--- config.mk ---
export PLATFORM = sky130hd
export DESIGN_NAME = user_register_block
export DESIGN_NICKNAME = d
export VERILOG_FILES = /design/src/user_reg_pkg.sv /design/src/user_register_block.sv
export SDC_FILE = /design/constraint.sdc
export NUM_CORES = 1
export LEC_CHECK = 0
export ABC_CLOCK_PERIOD_IN_PS = 3100
export BUFFER_PORTS_ARGS = -buffer_cell sky130_fd_sc_hd__buf_2
export CAP_MARGIN = 20
export CORE_AREA = 2 2 237 239
export CTS_CLUSTER_DIAMETER = 120
export CTS_CLUSTER_SIZE = 24
export DETAILED_ROUTE_END_ITERATION = 16
export DIE_AREA = 0 0 239 241
export PLACE_DENSITY = 0.51
export SYNTH_ARGS = -nofsm -noshare
export SYNTH_HDL_FRONTEND = slang
export SYNTH_SLANG_ARGS = --single-unit
--- constraint.sdc ---
create_clock -name mclk -period 3.1 [get_ports mclk]
set_input_delay 0.155 -clock mclk [delete_from_list [all_inputs] [get_ports mclk]]
set_output_delay 0.155 -clock mclk [all_outputs]
set_load 0.01 [all_outputs]
--- src/user_reg_pkg.sv ---
// package: address map, field layout and encodings of the user register block
package user_reg_pkg;

  localparam int ADDR_W = 16;
  localparam int DATA_W = 32;

  // area bases and limits (word address units as carried on reg_word_addr)
  localparam logic [15:0] MAIN_CTRL_LO = 16'h0000;
  localparam logic [15:0] MAIN_CTRL_HI = 16'h00FF;
  localparam logic [15:0] MAIN_STS_LO = 16'h0100;
  localparam logic [15:0] MAIN_STS_HI = 16'h01FF;
  localparam logic [15:0] SUB_LO = 16'h0200;
  localparam logic [15:0] SUB_HI = 16'h03FF;
  localparam logic [15:0] IDEN_LO = 16'h2000;
  localparam logic [15:0] IDEN_HI = 16'h3FFF;
  localparam logic [15:0] CUST_LO = 16'h4000;
  localparam logic [15:0] CUST_HI = 16'h5FFF;
  localparam logic [15:0] CPARAM_LO = 16'h6000;
  localparam logic [15:0] CPARAM_HI = 16'h7FFF;
  localparam logic [15:0] SHARED_LO = 16'h8000;

  // register offsets
  localparam logic [15:0] OFS_ADDR_LOW = 16'h0000;
  localparam logic [15:0] OFS_ADDR_HIGH = 16'h0004;
  localparam logic [15:0] OFS_LEN_LOW = 16'h0008;
  localparam logic [15:0] OFS_LEN_HIGH = 16'h000C;
  localparam logic [15:0] OFS_CMD = 16'h0010;
  localparam logic [15:0] OFS_PATT = 16'h0014;
  localparam logic [15:0] OFS_RATE = 16'h0018;
  localparam logic [15:0] OFS_STATUS = 16'h0100;

  // field positions
  localparam int HIGH_W = 16;
  localparam int CMD_W = 3;
  localparam int PATT_W = 3;
  localparam int PATT_CHECK_BIT = 3;
  localparam int PATT_RANDOM_BIT = 4;
  localparam int RATE_W = 7;
  localparam int STS_BUSY_BIT = 0;
  localparam int STS_ERROR_BIT = 1;
  localparam int STS_FAIL_BIT = 2;
  localparam int STS_GEN_BUSY_BIT = 3;

  // reset values
  localparam logic [31:0] RST_WORD = 32'h0000_0000;
  localparam logic [6:0] RST_RATE = 7'h64;

  // read pipeline depth
  localparam int READ_LATENCY = 3;

  typedef enum logic [2:0] {
    CMD_IDENTIFY = 3'h0,
    CMD_SHUTDOWN = 3'h1,
    CMD_RSVD2 = 3'h2,
    CMD_READ = 3'h3,
    CMD_HEALTH_LOG = 3'h4,
    CMD_RSVD5 = 3'h5,
    CMD_FLUSH = 3'h6,
    CMD_RSVD7 = 3'h7
  } cmd_e;

  typedef enum logic [2:0] {
    PATT_INCR = 3'h0,
    PATT_DECR = 3'h1,
    PATT_ZEROS = 3'h2,
    PATT_ONES = 3'h3,
    PATT_LFSR = 3'h4
  } patt_e;

  // settings toward the read test generator
  typedef struct packed {
    logic [47:0] start_addr;
    logic [47:0] length;
    logic [2:0] pattern;
    logic check_en;
    logic random_addr;
    logic [6:0] rate;
  } gen_cfg_s;

  // write/read request toward a submodule area
  typedef struct packed {
    logic [15:0] addr;
    logic [31:0] data;
    logic wr;
    logic rd;
  } sub_req_s;

endpackage

--- src/user_register_block.sv ---
// user register file: decoder, control registers and three-cycle read mux
//
// Summary of operation
// 0x0000-01FF main user, 0x0200-03FF secondary
// 0x2000-3FFF identify RAM, read only
// 0x4000-5FFF custom RAM, read and write
// 0x6000 custom params, 0x8000 shared area
// upper address bits select active unit
// byte mask ignored, whole word written
// low bits to submodule, upper bits mux; write_gen_req gets the whole address
// read valid is request delayed three flops
// 0x00xx write-only control, 0x01xx read-only status
// start address 48 bits from 0x0000/0x0004
// length 48 bits from 0x0008/0x000C
// command codes: identify shutdown read log flush
// non-read command pulses single request
// read command pulses generator start flag
// pattern select incr decr zeros ones lfsr
// pattern bit 3 enables data checking
// pattern bit 4 selects random addressing
// seven-bit rate percent, software writes 1-100
// status bit 0 controller busy
// status bit 1 error, bit 2 check fail
// status bit 3 read generator busy
// bridge holds address until read valid
// write strobe one cycle with address, data
// unmapped reads zero, illegal writes ignored
// request and start are one-cycle pulses
`timescale 1ns/100ps
`default_nettype none

module user_register_block (
  input wire logic mclk,
  input wire logic reset_n,
  // register interface from the clock-crossing bus bridge
  input wire logic [15:0] reg_word_addr,
  input wire logic [31:0] reg_wr_data,
  input wire logic [3:0] reg_byte_write_mask,
  input wire logic reg_write_strobe,
  input wire logic reg_read_request,
  output logic [31:0] reg_rd_data,
  output logic reg_read_valid,
  // main user command toward the storage controller
  output logic [2:0] main_user_cmd_code,
  output logic single_cmd_request,
  input wire logic main_user_busy_flag,
  input wire logic main_user_error_flag,
  // read test generator
  output user_reg_pkg::gen_cfg_s read_gen_cfg,
  output logic read_gen_start,
  input wire logic read_gen_busy,
  input wire logic read_gen_check_fail,
  input wire logic [31:0] read_gen_rd_data,
  // secondary user and write test generator area
  output user_reg_pkg::sub_req_s write_gen_req,
  input wire logic [31:0] write_gen_rd_data,
  // identify data RAM read port
  output logic [10:0] identify_ram_addr,
  input wire logic [31:0] identify_ram_rd_data,
  // custom data RAM port
  output user_reg_pkg::sub_req_s custom_ram_req,
  input wire logic [31:0] custom_ram_rd_data,
  // custom command parameter area
  output user_reg_pkg::sub_req_s custom_param_req,
  input wire logic [31:0] custom_param_rd_data,
  // shared parameters, link status and version area
  output user_reg_pkg::sub_req_s shared_req,
  input wire logic [31:0] shared_rd_data
);

  typedef enum logic [2:0] {
    AREA_MAIN_CTRL,
    AREA_MAIN_STS,
    AREA_SUB,
    AREA_IDEN,
    AREA_CUST,
    AREA_CPARAM,
    AREA_SHARED,
    AREA_NONE
  } area_e;

  area_e area;
  logic wr_ok;
  logic [2:0] rd_pipe;
  area_e area_q;
  logic [31:0] local_q;
  logic [31:0] next_rd_data;
  logic [31:0] status_word;

  // area decode from upper bits of the word address
  // gaps such as 0x0400-0x1FFF fall to AREA_NONE: reads zero, writes vanish
  // ranges are compared as whole words so the decode needs no table
  always_comb begin
    area = AREA_NONE;
    if (reg_word_addr <= user_reg_pkg::MAIN_CTRL_HI) begin
      area = AREA_MAIN_CTRL;
    end else if (reg_word_addr <= user_reg_pkg::MAIN_STS_HI) begin
      area = AREA_MAIN_STS;
    end else if (reg_word_addr <= user_reg_pkg::SUB_HI) begin
      area = AREA_SUB;
    end else if (reg_word_addr >= user_reg_pkg::IDEN_LO &&
                 reg_word_addr <= user_reg_pkg::IDEN_HI) begin
      area = AREA_IDEN;
    end else if (reg_word_addr >= user_reg_pkg::CUST_LO &&
                 reg_word_addr <= user_reg_pkg::CUST_HI) begin
      area = AREA_CUST;
    end else if (reg_word_addr >= user_reg_pkg::CPARAM_LO &&
                 reg_word_addr <= user_reg_pkg::CPARAM_HI) begin
      area = AREA_CPARAM;
    end else if (reg_word_addr >= user_reg_pkg::SHARED_LO) begin
      area = AREA_SHARED;
    end
  end

  // the byte mask is never consulted: every write is a whole word
  assign wr_ok = reg_write_strobe;

  // main-user control registers
  always_ff @(posedge mclk) begin
    if (!reset_n) begin
      read_gen_cfg.start_addr <= '0;
      read_gen_cfg.length <= '0;
      read_gen_cfg.pattern <= user_reg_pkg::PATT_INCR;
      read_gen_cfg.check_en <= 1'b0;
      read_gen_cfg.random_addr <= 1'b0;
      read_gen_cfg.rate <= user_reg_pkg::RST_RATE;
      main_user_cmd_code <= user_reg_pkg::CMD_IDENTIFY;
    end else if (wr_ok && area == AREA_MAIN_CTRL) begin
      case (reg_word_addr)
        user_reg_pkg::OFS_ADDR_LOW: begin
          read_gen_cfg.start_addr[31:0] <= reg_wr_data;
        end
        user_reg_pkg::OFS_ADDR_HIGH: begin
          read_gen_cfg.start_addr[47:32] <= reg_wr_data[15:0];
        end
        user_reg_pkg::OFS_LEN_LOW: begin
          read_gen_cfg.length[31:0] <= reg_wr_data;
        end
        user_reg_pkg::OFS_LEN_HIGH: begin
          read_gen_cfg.length[47:32] <= reg_wr_data[15:0];
        end
        user_reg_pkg::OFS_CMD: begin
          main_user_cmd_code <= reg_wr_data[2:0];
        end
        user_reg_pkg::OFS_PATT: begin
          read_gen_cfg.pattern <= reg_wr_data[2:0];
          read_gen_cfg.check_en <=
            reg_wr_data[user_reg_pkg::PATT_CHECK_BIT];
          read_gen_cfg.random_addr <=
            reg_wr_data[user_reg_pkg::PATT_RANDOM_BIT];
        end
        user_reg_pkg::OFS_RATE: begin
          // out-of-range values are stored as their low seven bits; software keeps 1-100
          read_gen_cfg.rate <= reg_wr_data[6:0];
        end
        default: begin
        end
      endcase
    end
  end

  // command pulses: one cycle, only on the command write itself
  always_ff @(posedge mclk) begin
    if (!reset_n) begin
      single_cmd_request <= 1'b0;
      read_gen_start <= 1'b0;
    end else begin
      single_cmd_request <= 1'b0;
      read_gen_start <= 1'b0;
      if (wr_ok && area == AREA_MAIN_CTRL &&
          reg_word_addr == user_reg_pkg::OFS_CMD) begin
        if (reg_wr_data[2:0] == user_reg_pkg::CMD_READ) begin
          read_gen_start <= 1'b1;
        end else begin
          // reserved codes are passed on as well; the controller rejects them
          single_cmd_request <= 1'b1;
        end
      end
    end
  end

  // forwarded requests toward the submodule areas (area base removed; write_gen_req takes the whole address)
  // addr and data follow the bus every cycle; only .wr/.rd qualify them
  // this toggles on idle cycles but keeps the decode one flop deep
  always_ff @(posedge mclk) begin
    if (!reset_n) begin
      write_gen_req <= '0;
      custom_ram_req <= '0;
      custom_param_req <= '0;
      shared_req <= '0;
      identify_ram_addr <= '0;
    end else begin
      write_gen_req.addr <= reg_word_addr;
      write_gen_req.data <= reg_wr_data;
      write_gen_req.wr <= wr_ok && area == AREA_SUB;
      write_gen_req.rd <= reg_read_request && area == AREA_SUB;
      custom_ram_req.addr <= reg_word_addr - user_reg_pkg::CUST_LO;
      custom_ram_req.data <= reg_wr_data;
      custom_ram_req.wr <= wr_ok && area == AREA_CUST;
      custom_ram_req.rd <= reg_read_request && area == AREA_CUST;
      custom_param_req.addr <= reg_word_addr - user_reg_pkg::CPARAM_LO;
      custom_param_req.data <= reg_wr_data;
      custom_param_req.wr <= wr_ok && area == AREA_CPARAM;
      custom_param_req.rd <= reg_read_request && area == AREA_CPARAM;
      shared_req.addr <= reg_word_addr - user_reg_pkg::SHARED_LO;
      shared_req.data <= reg_wr_data;
      shared_req.wr <= wr_ok && area == AREA_SHARED;
      shared_req.rd <= reg_read_request && area == AREA_SHARED;
      // identify RAM has no write path from here at all
      identify_ram_addr <= reg_word_addr[12:2];
    end
  end

  // status word, read only
  // flags come from logic on mclk, so no synchroniser is placed here
  always_comb begin
    status_word = user_reg_pkg::RST_WORD;
    status_word[user_reg_pkg::STS_BUSY_BIT] = main_user_busy_flag;
    status_word[user_reg_pkg::STS_ERROR_BIT] = main_user_error_flag;
    status_word[user_reg_pkg::STS_FAIL_BIT] = read_gen_check_fail;
    status_word[user_reg_pkg::STS_GEN_BUSY_BIT] = read_gen_busy;
  end

  // read valid: the request walks through three flops
  always_ff @(posedge mclk) begin
    if (!reset_n) begin
      rd_pipe <= '0;
    end else begin
      rd_pipe <= {rd_pipe[1:0], reg_read_request};
    end
  end

  always_ff @(posedge mclk) begin
    if (!reset_n) begin
      reg_read_valid <= 1'b0;
    end else begin
      reg_read_valid <= rd_pipe[1];
    end
  end

  // first mux level: local status; address is held by the bridge
  // area_q and local_q follow the address every cycle; it must hold until
  // the edge after the request edge, or the returned data is corrupted
  always_ff @(posedge mclk) begin
    if (!reset_n) begin
      local_q <= '0;
      area_q <= AREA_NONE;
    end else begin
      area_q <= area;
      if (area == AREA_MAIN_STS &&
          reg_word_addr == user_reg_pkg::OFS_STATUS) begin
        local_q <= status_word;
      end else if (area == AREA_MAIN_STS) begin
        local_q <= read_gen_rd_data;
      end else begin
        local_q <= '0;
      end
    end
  end

  // second mux level: choose among submodule outputs
  always_comb begin
    case (area_q)
      AREA_MAIN_STS: next_rd_data = local_q;
      AREA_SUB: next_rd_data = write_gen_rd_data;
      AREA_IDEN: next_rd_data = identify_ram_rd_data;
      AREA_CUST: next_rd_data = custom_ram_rd_data;
      AREA_CPARAM: next_rd_data = custom_param_rd_data;
      AREA_SHARED: next_rd_data = shared_rd_data;
      default: next_rd_data = '0;
    endcase
  end

  always_ff @(posedge mclk) begin
    if (!reset_n) begin
      reg_rd_data <= '0;
    end else if (rd_pipe[1]) begin
      reg_rd_data <= next_rd_data;
    end
  end

endmodule

`default_nettype wire
### Word level (Yosys, flattened, before mapping)

Index checks and enable logic that the tools add are counted.

| storage, ports and cells | value |
|---|---|
| flip-flop bits (word level) | 298 |
| output and inout port bits | 357 |
| logic and storage cells | 102 |

| cells by class | value |
|---|---|
| add/sub/neg operators | 3 |
| $lt $le $gt $ge | 10 |
| equal/unequal tests | 19 |
| multiplexer cells | 12 |
| bitwise logic cells | 2 |
| reduce and logical (&&, ||, !) cells | 25 |

Operators with widths:

| operator | number |
|---|---|
| 32-bit case mux with 6 select lines | 1 |
| 16-bit by 5-bit == test with 1-bit output (second input constant) | 3 |
| 16-bit by 4-bit == test with 1-bit output (second input constant) | 2 |
| 16-bit by 15-bit greater-or-equal comparator with 1-bit output (second input constant) | 2 |
| 16-bit by 15-bit <= comparator with 1-bit output (second input constant) | 2 |
| 16-bit by 15-bit subtractor with 16-bit output (second input constant) | 2 |
| 3-bit == test (second input constant) | 6 |
| 16-bit by 3-bit == test with 1-bit output (second input constant) | 1 |
| 16-bit by 9-bit == test with 1-bit output (second input constant) | 1 |
| 16-bit by 14-bit greater-or-equal comparator with 1-bit output (second input constant) | 1 |
| 16-bit greater-or-equal comparator (second input constant) | 1 |
| 16-bit by 10-bit <= comparator with 1-bit output (second input constant) | 1 |
| 16-bit by 14-bit <= comparator with 1-bit output (second input constant) | 1 |
| 16-bit by 8-bit <= comparator with 1-bit output (second input constant) | 1 |
| 16-bit by 9-bit <= comparator with 1-bit output (second input constant) | 1 |
| 16-bit logical NOT | 1 |
| 2-bit AND reduction | 8 |
| 16-bit subtractor (second input constant) | 1 |
| 1-bit logical AND | 14 |
| 3-bit by 2-bit == test with 1-bit output (second input constant) | 4 |
| 3-bit 2-to-1 mux | 4 |
| 4-bit 2-to-1 mux | 2 |
| 3-bit by 1-bit == test with 1-bit output (second input constant) | 2 |
| 2-bit 2-to-1 mux | 2 |
| other kinds (4) | 7 |

### Logic depth before layout (Yosys ltp)

| depth | value |
|---|---|
| depth after elaboration | 12 |
| mapped depth | 10 |

### Least setup slack after synthesis

No wires, ideal clock.

| path | value |
|---|---|
| kind | input-to-reg |
| from | input port reg_word_addr[15] |
| to | register local_q[21] |
| library setup time | 0.115 ns |
| data arrival time | 1.868 ns |
| data required time | 2.985 ns |
| slack | 1.117 ns |
| stages | 9 |
| path buffers | 2 |
| cells stage by stage | clkbuf_1 inv_1 ha_1 nand2b_1 o221ai_1 o311ai_2 a41oi_2 buf_2 and2_1 |

| between the ends | value |
|---|---|
| longest elaborated chain between the ends | 11 |
| elaborated cells on any way between the ends | 25 |
| classes of those cells | order compare (10); eq/ne (2); mux (7); bitwise (1); reduce/logical (5) |

Ends and longest elaborated chain:

| what | line | text |
|---|---|---|
| start, declared | user_register_block.sv:36 | `input wire logic [15:0] reg_word_addr,` |
| 16-bit greater-or-equal comparator (tied with other cells) | user_register_block.sv:110 | `end else if (reg_word_addr >= user_reg_pkg::SHARED_LO) begin` |
| 1-bit 2-to-1 mux / 1-bit logical AND (equally long branches) | user_register_block.sv:110, user_register_block.sv:107 |  |
| 2-bit 2-to-1 mux | user_register_block.sv:107 | `end else if (reg_word_addr >= user_reg_pkg::CPARAM_LO &&` |
| 2-bit 2-to-1 mux | user_register_block.sv:104 | `end else if (reg_word_addr >= user_reg_pkg::CUST_LO &&` |
| 3-bit 2-to-1 mux | user_register_block.sv:101 | `end else if (reg_word_addr >= user_reg_pkg::IDEN_LO &&` |
| 3-bit 2-to-1 mux | user_register_block.sv:99 | `end else if (reg_word_addr <= user_reg_pkg::SUB_HI) begin` |
| 3-bit 2-to-1 mux | user_register_block.sv:97 | `end else if (reg_word_addr <= user_reg_pkg::MAIN_STS_HI) begin` |
| 3-bit 2-to-1 mux | user_register_block.sv:95 | `if (reg_word_addr <= user_reg_pkg::MAIN_CTRL_HI) begin` |
| 3-bit by 1-bit == test with 1-bit output | user_register_block.sv:250, user_register_block.sv:253 |  |
| 1-bit logical AND / 1-bit inverter (equally long branches) | -- |  |
| 3-bit OR reduction (no source line) * | -- |  |
| end signal, assigned | user_register_block.sv:252 | `local_q <= status_word;` |
| end signal, assigned | user_register_block.sv:254 | `local_q <= read_gen_rd_data;` |
| end, declared | user_register_block.sv:86 | `logic [31:0] local_q;` |

Mark *: on every way between the ends. The rest lies on a longest branch, timed or not.
A chain may end at the register's enable or synchronous reset.

### Worst setup path in the final report

| path | value |
|---|---|
| from | input port reg_word_addr[15] |
| to | register local_q[0] |

| between the ends | value |
|---|---|
| longest elaborated chain between the ends | 11 |
| elaborated cells on any way between the ends | 25 |
| classes of those cells | order compare (10); eq/ne (2); mux (9); reduce/logical (4) |

Ends and longest elaborated chain:

| what | line | text |
|---|---|---|
| 16-bit greater-or-equal comparator (tied with other cells) | user_register_block.sv:110 |  |
| 1-bit 2-to-1 mux / 1-bit logical AND (equally long branches) | user_register_block.sv:110, user_register_block.sv:107 |  |
| 2-bit 2-to-1 mux | user_register_block.sv:107 |  |
| 2-bit 2-to-1 mux | user_register_block.sv:104 |  |
| 3-bit 2-to-1 mux | user_register_block.sv:101 |  |
| 3-bit 2-to-1 mux | user_register_block.sv:99 |  |
| 3-bit 2-to-1 mux | user_register_block.sv:97 |  |
| 3-bit 2-to-1 mux | user_register_block.sv:95 |  |
| 3-bit by 1-bit == test with 1-bit output | user_register_block.sv:250, user_register_block.sv:253 |  |
| 4-bit 2-to-1 mux / 1-bit logical AND (equally long branches) | user_register_block.sv:253, user_register_block.sv:250 |  |
| 4-bit 2-to-1 mux * | user_register_block.sv:250 | `if (area == AREA_MAIN_STS &&` |

Marked as above.

==> flow_summary.json <==
{
  "status": "complete, no violations",
  "grt.total_usage_pct": 12.9,
  "syn2layout_area_growth_pct": 48.1,
  "routed_wl_mm": 40.5,
  "syn_area_um2": 9940,
  "fp.dieH_um": 241,
  "cts_tree": "built",
  "arrival_ns": 3.12,
  "clock-root-buffer": "clkbuf_16",
  "hold_path_class": "input port to register",
  "setup.worst_path.class": "input port to register",
  "tightest_slew_ns": 0.711,
  "synth_nets": 1323,
  "start_kind": "input port",
  "cts_made_buffers": 14,
  "fin_tns_setup_ns": 0,
  "synthCells": 1067,
  "hold_viol_final": 0,
  "fin_crit_sh_pct": 87.9,
  "rr_endpoint": "reg_rd_data[0]",
  "syn_area_per_cell_um2": 9.31,
  "cp_cell_sequence": "dlygate4sd3_1 > buf_2 > inv_1 > ha_1 > nand2b_1 > nor2_8 > nand4_1 > mux2i_1 > dlygate4sd3_1 > nor2_1",
  "end_kind": "register",
  "fill_cells": 5893,
  "reg2reg_from": "area_q[2]",
  "dp_hpwl_mm": 30.9,
  "gp_congestion": 0.809,
  "post-route-min-period_ns": 2.73,
  "synth_area_leaders": "dfxtp_1 49%, buf_4 11%, a22oi_1 7.3%",
  "routed_via_density": 4.18,
  "synth_seq_cells": 245,
  "relSlewSlack_pct": 52.6,
  "antenna_found_initial": 7,
  "slowest_delay_ns": 0.60,
  "hold_end": "area_q[0]",
  "grt_max_degree": 67,
  "dp.cells": 2174,
  "worstPathMaxFanout": 9,
  "grt_pass1_vias": 9597,
  "whs_path_depth": 2,
  "ff2ff_setup_slack_ns": 0.39,
  "clock_skew_ns": 0.0163,
  "dr.pass1.iters": 5,
  "ir_worst_vdd_mv": 0.324,
  "die-area_um2": 57600,
  "drtIter0Drc": 479,
  "synth_seq_area_share_pct": 49.4,
  "reg2reg_depth": 7,
  "fin_cells": 2369,
  "crit_top_cell": "dlygate4sd3_1",
  "drive_gt1_share_pct": 39.5,
  "ys_types": 46,
  "start_util_pct": 18.1,
  "rsz0062_at_grt": "no",
  "ys_warn_count": 0,
  "num_vias": 9906,
  "clk_pin_slew_ns": 0.10,
  "p_leak_nw": 7.38,
  "cts_setup_buffers": 0,
  "rows": 86,
  "synth_top_area_share_pct": 49.4,
  "overflow": 0,
  "power_density_nw_per_um2": 420,
  "slew_viol_final": 0,
  "coreArea_um2": 54900,
  "fp.dieW_um": 239,
  "grt_pass1_wl_mm": 56.6,
  "synth_top_cell_by_area": "dfxtp_1",
  "drc": 0,
  "detail-route-antenna-nets": 0,
  "setup_viol": 0,
  "drv_cap": 0,
  "clk_path_buf_depth": 3,
  "clk_latency_ns": 0.51,
  "io_buffers": 604,
  "clock-sinks": 245,
  "min-delay-start": "reset_n",
  "maxClockFrequency_mhz": 367,
  "finalNetCount": 1912,
  "ioPinCount": 609,
  "required_ns": 3.49,
  "cpMaxStageDelayCell": "dlygate4sd3_1",
  "htree_levels": 1,
  "wl_per_cell_um": 17.1
}
-- registers in the layout, indices dropped and copies added, names as in the netlist, 2 cells and up --
register	flops
area_q	3
custom_param_req	5
custom_ram_req	4
local_q	32
main_user_cmd_code	3
rd_pipe	2
read_gen_cfg	108
reg_rd_data	32
shared_req	35
write_gen_req	18
-- cell usage after synthesis (all sizes together) --
cell type,n
nand2b,3
nor2b,2
nor3b,4
nand3,113
or3,4
nand2,74
inv,41
a31oi,4
a211oi,2
and2,44
o211ai,1
and4b,1
or4,2
mux2i,36
clkbuf,56
ha,4
o311ai,1
buf,163
a22oi,96
nand4,9
nand3b,1
xor2,1
and3b,2
nor4b,1
o21ai,78
or2,1
a22o,32
o221ai,1
dfxtp,245
a41oi,1
o21a,1
nor3,9
and3,2
a21oi,1
nor4,4
nor2,27
-- final cells by class --
type | instances | area (um^2) | area share (%)
diodes | 7 | 17.5 | 0.119
clock buffers | 15 | 375 | 2.55
clock inverters | 3 | 28.8 | 0.196
inverters | 41 | 154 | 1.05
multi-input cells | 562 | 3490 | 23.7
flip-flops and latches | 245 | 4900 | 33.3
well taps | 704 | 881 | 5.99
repair buffers | 792 | 4870 | 33.1
-- per-layer routing --
metal | share of wire (%) | vias to the layer above | global-route usage, % | wire (um)
li1 | - | 4719 | - | -
met1 | 40 | 4639 | 14.7 | 16100
met2 | 48 | 474 | 22.5 | 19500
met3 | 7.7 | 74 | 3.11 | 3110
met4 | 4.5 | 0 | 6.69 | 1820
met5 | 0 | - | 0 | 0
-- timing repair --
action	in CTS	in global routing
hold buffers	170	0
gates resized for setup	0	0
hold endpoints to repair	147	0
-- worst max path at each step --
stage | startpoint | endpoint | depth (start not counted)
2_1_floorplan | reg_word_addr[15] | local_q[21] | 9
3_5_place_dp | reg_word_addr[15] | read_gen_cfg[64] | 9
4_1_cts | area_q[2] | reg_rd_data[14] | 7
6_report | reg_word_addr[15] | local_q[0] | 10
5_1_grt | area_q[2] | reg_rd_data[10] | 7
3_3_place_gp | reg_word_addr[15] | read_gen_cfg[64] | 9
-- worst max-delay path: cells and delay by family --
family                   cells  cell delay (ns)
buffers and inverters        4             1.52
AND/OR/NAND/NOR              4             0.85
adder cells (fa/ha/maj)      1             0.31
multiplexers                 1             0.28
-- cells in the final DEF (no fill, tap or decap), types with 2 or more instances in the layout --
cell type,count
a22oi_1,96
nand3_1,112
dlygate4sd3_1,170
nand2_1,73
a31oi_1,4
inv_1,41
clkbuf_16,15
diode_2,7
nor2_1,23
o21ai_0,76
mux2i_1,36
nor2b_1,2
nor3_1,8
and3b_1,2
a22o_1,32
buf_2,603
or3_1,3
o21ai_1,2
nand2b_1,3
nand4_1,9
buf_4,18
and3_1,2
nor2_2,2
ha_1,4
a211oi_1,2
nor4_1,4
nor3b_2,3
and2_1,44
dfxtp_1,245
-- report_power, final --
part | switching [mW] | leakage, nW | internal (mW) | total (mW)
logic | 0.465 | 5.20 | 0.475 | 0.940
registers | 0.0457 | 1.99 | 3.20 | 3.24
clock network | 1.10 | 0.196 | 0.886 | 1.99
total | 1.62 | 7.38 | 4.56 | 6.18
-- through the flow --
step / util, % / hold slack [ns] / instance area [um^2] / setup WS, ns / total power, mW
2_1_floorplan: - / 0.227 / 9940 / 1.12 / 3.74
3_3_place_gp: 22.9 / 0.357 / 12600 / 0.728 / 4.04
3_5_place_dp: 22.9 / 0.356 / 12600 / 0.685 / 4.04
4_1_cts: 26.8 / 0.00147 / 14700 / 0.453 / 6.31
5_1_grt: 26.8 / 0.0259 / 14700 / 0.273 / 6.47
6_report: 26.8 / 0.0403 / 14700 / 0.374 / 6.18
-- logic make-up after synthesis --
logic type / Yosys count / share of synthesized area (%)
AND/OR/NAND/NOR: 303 / 15.6
buffers and inverters: 260 / 15.8
flip-flops: 245 / 49.4
AO/OA/AOI/OAI: 218 / 15.0
multiplexers: 36 / 3.63
adder cells (fa/ha/maj): 4 / 0.504
XOR/XNOR: 1 / 0.0882
Power figures use the tool's default switching activity.
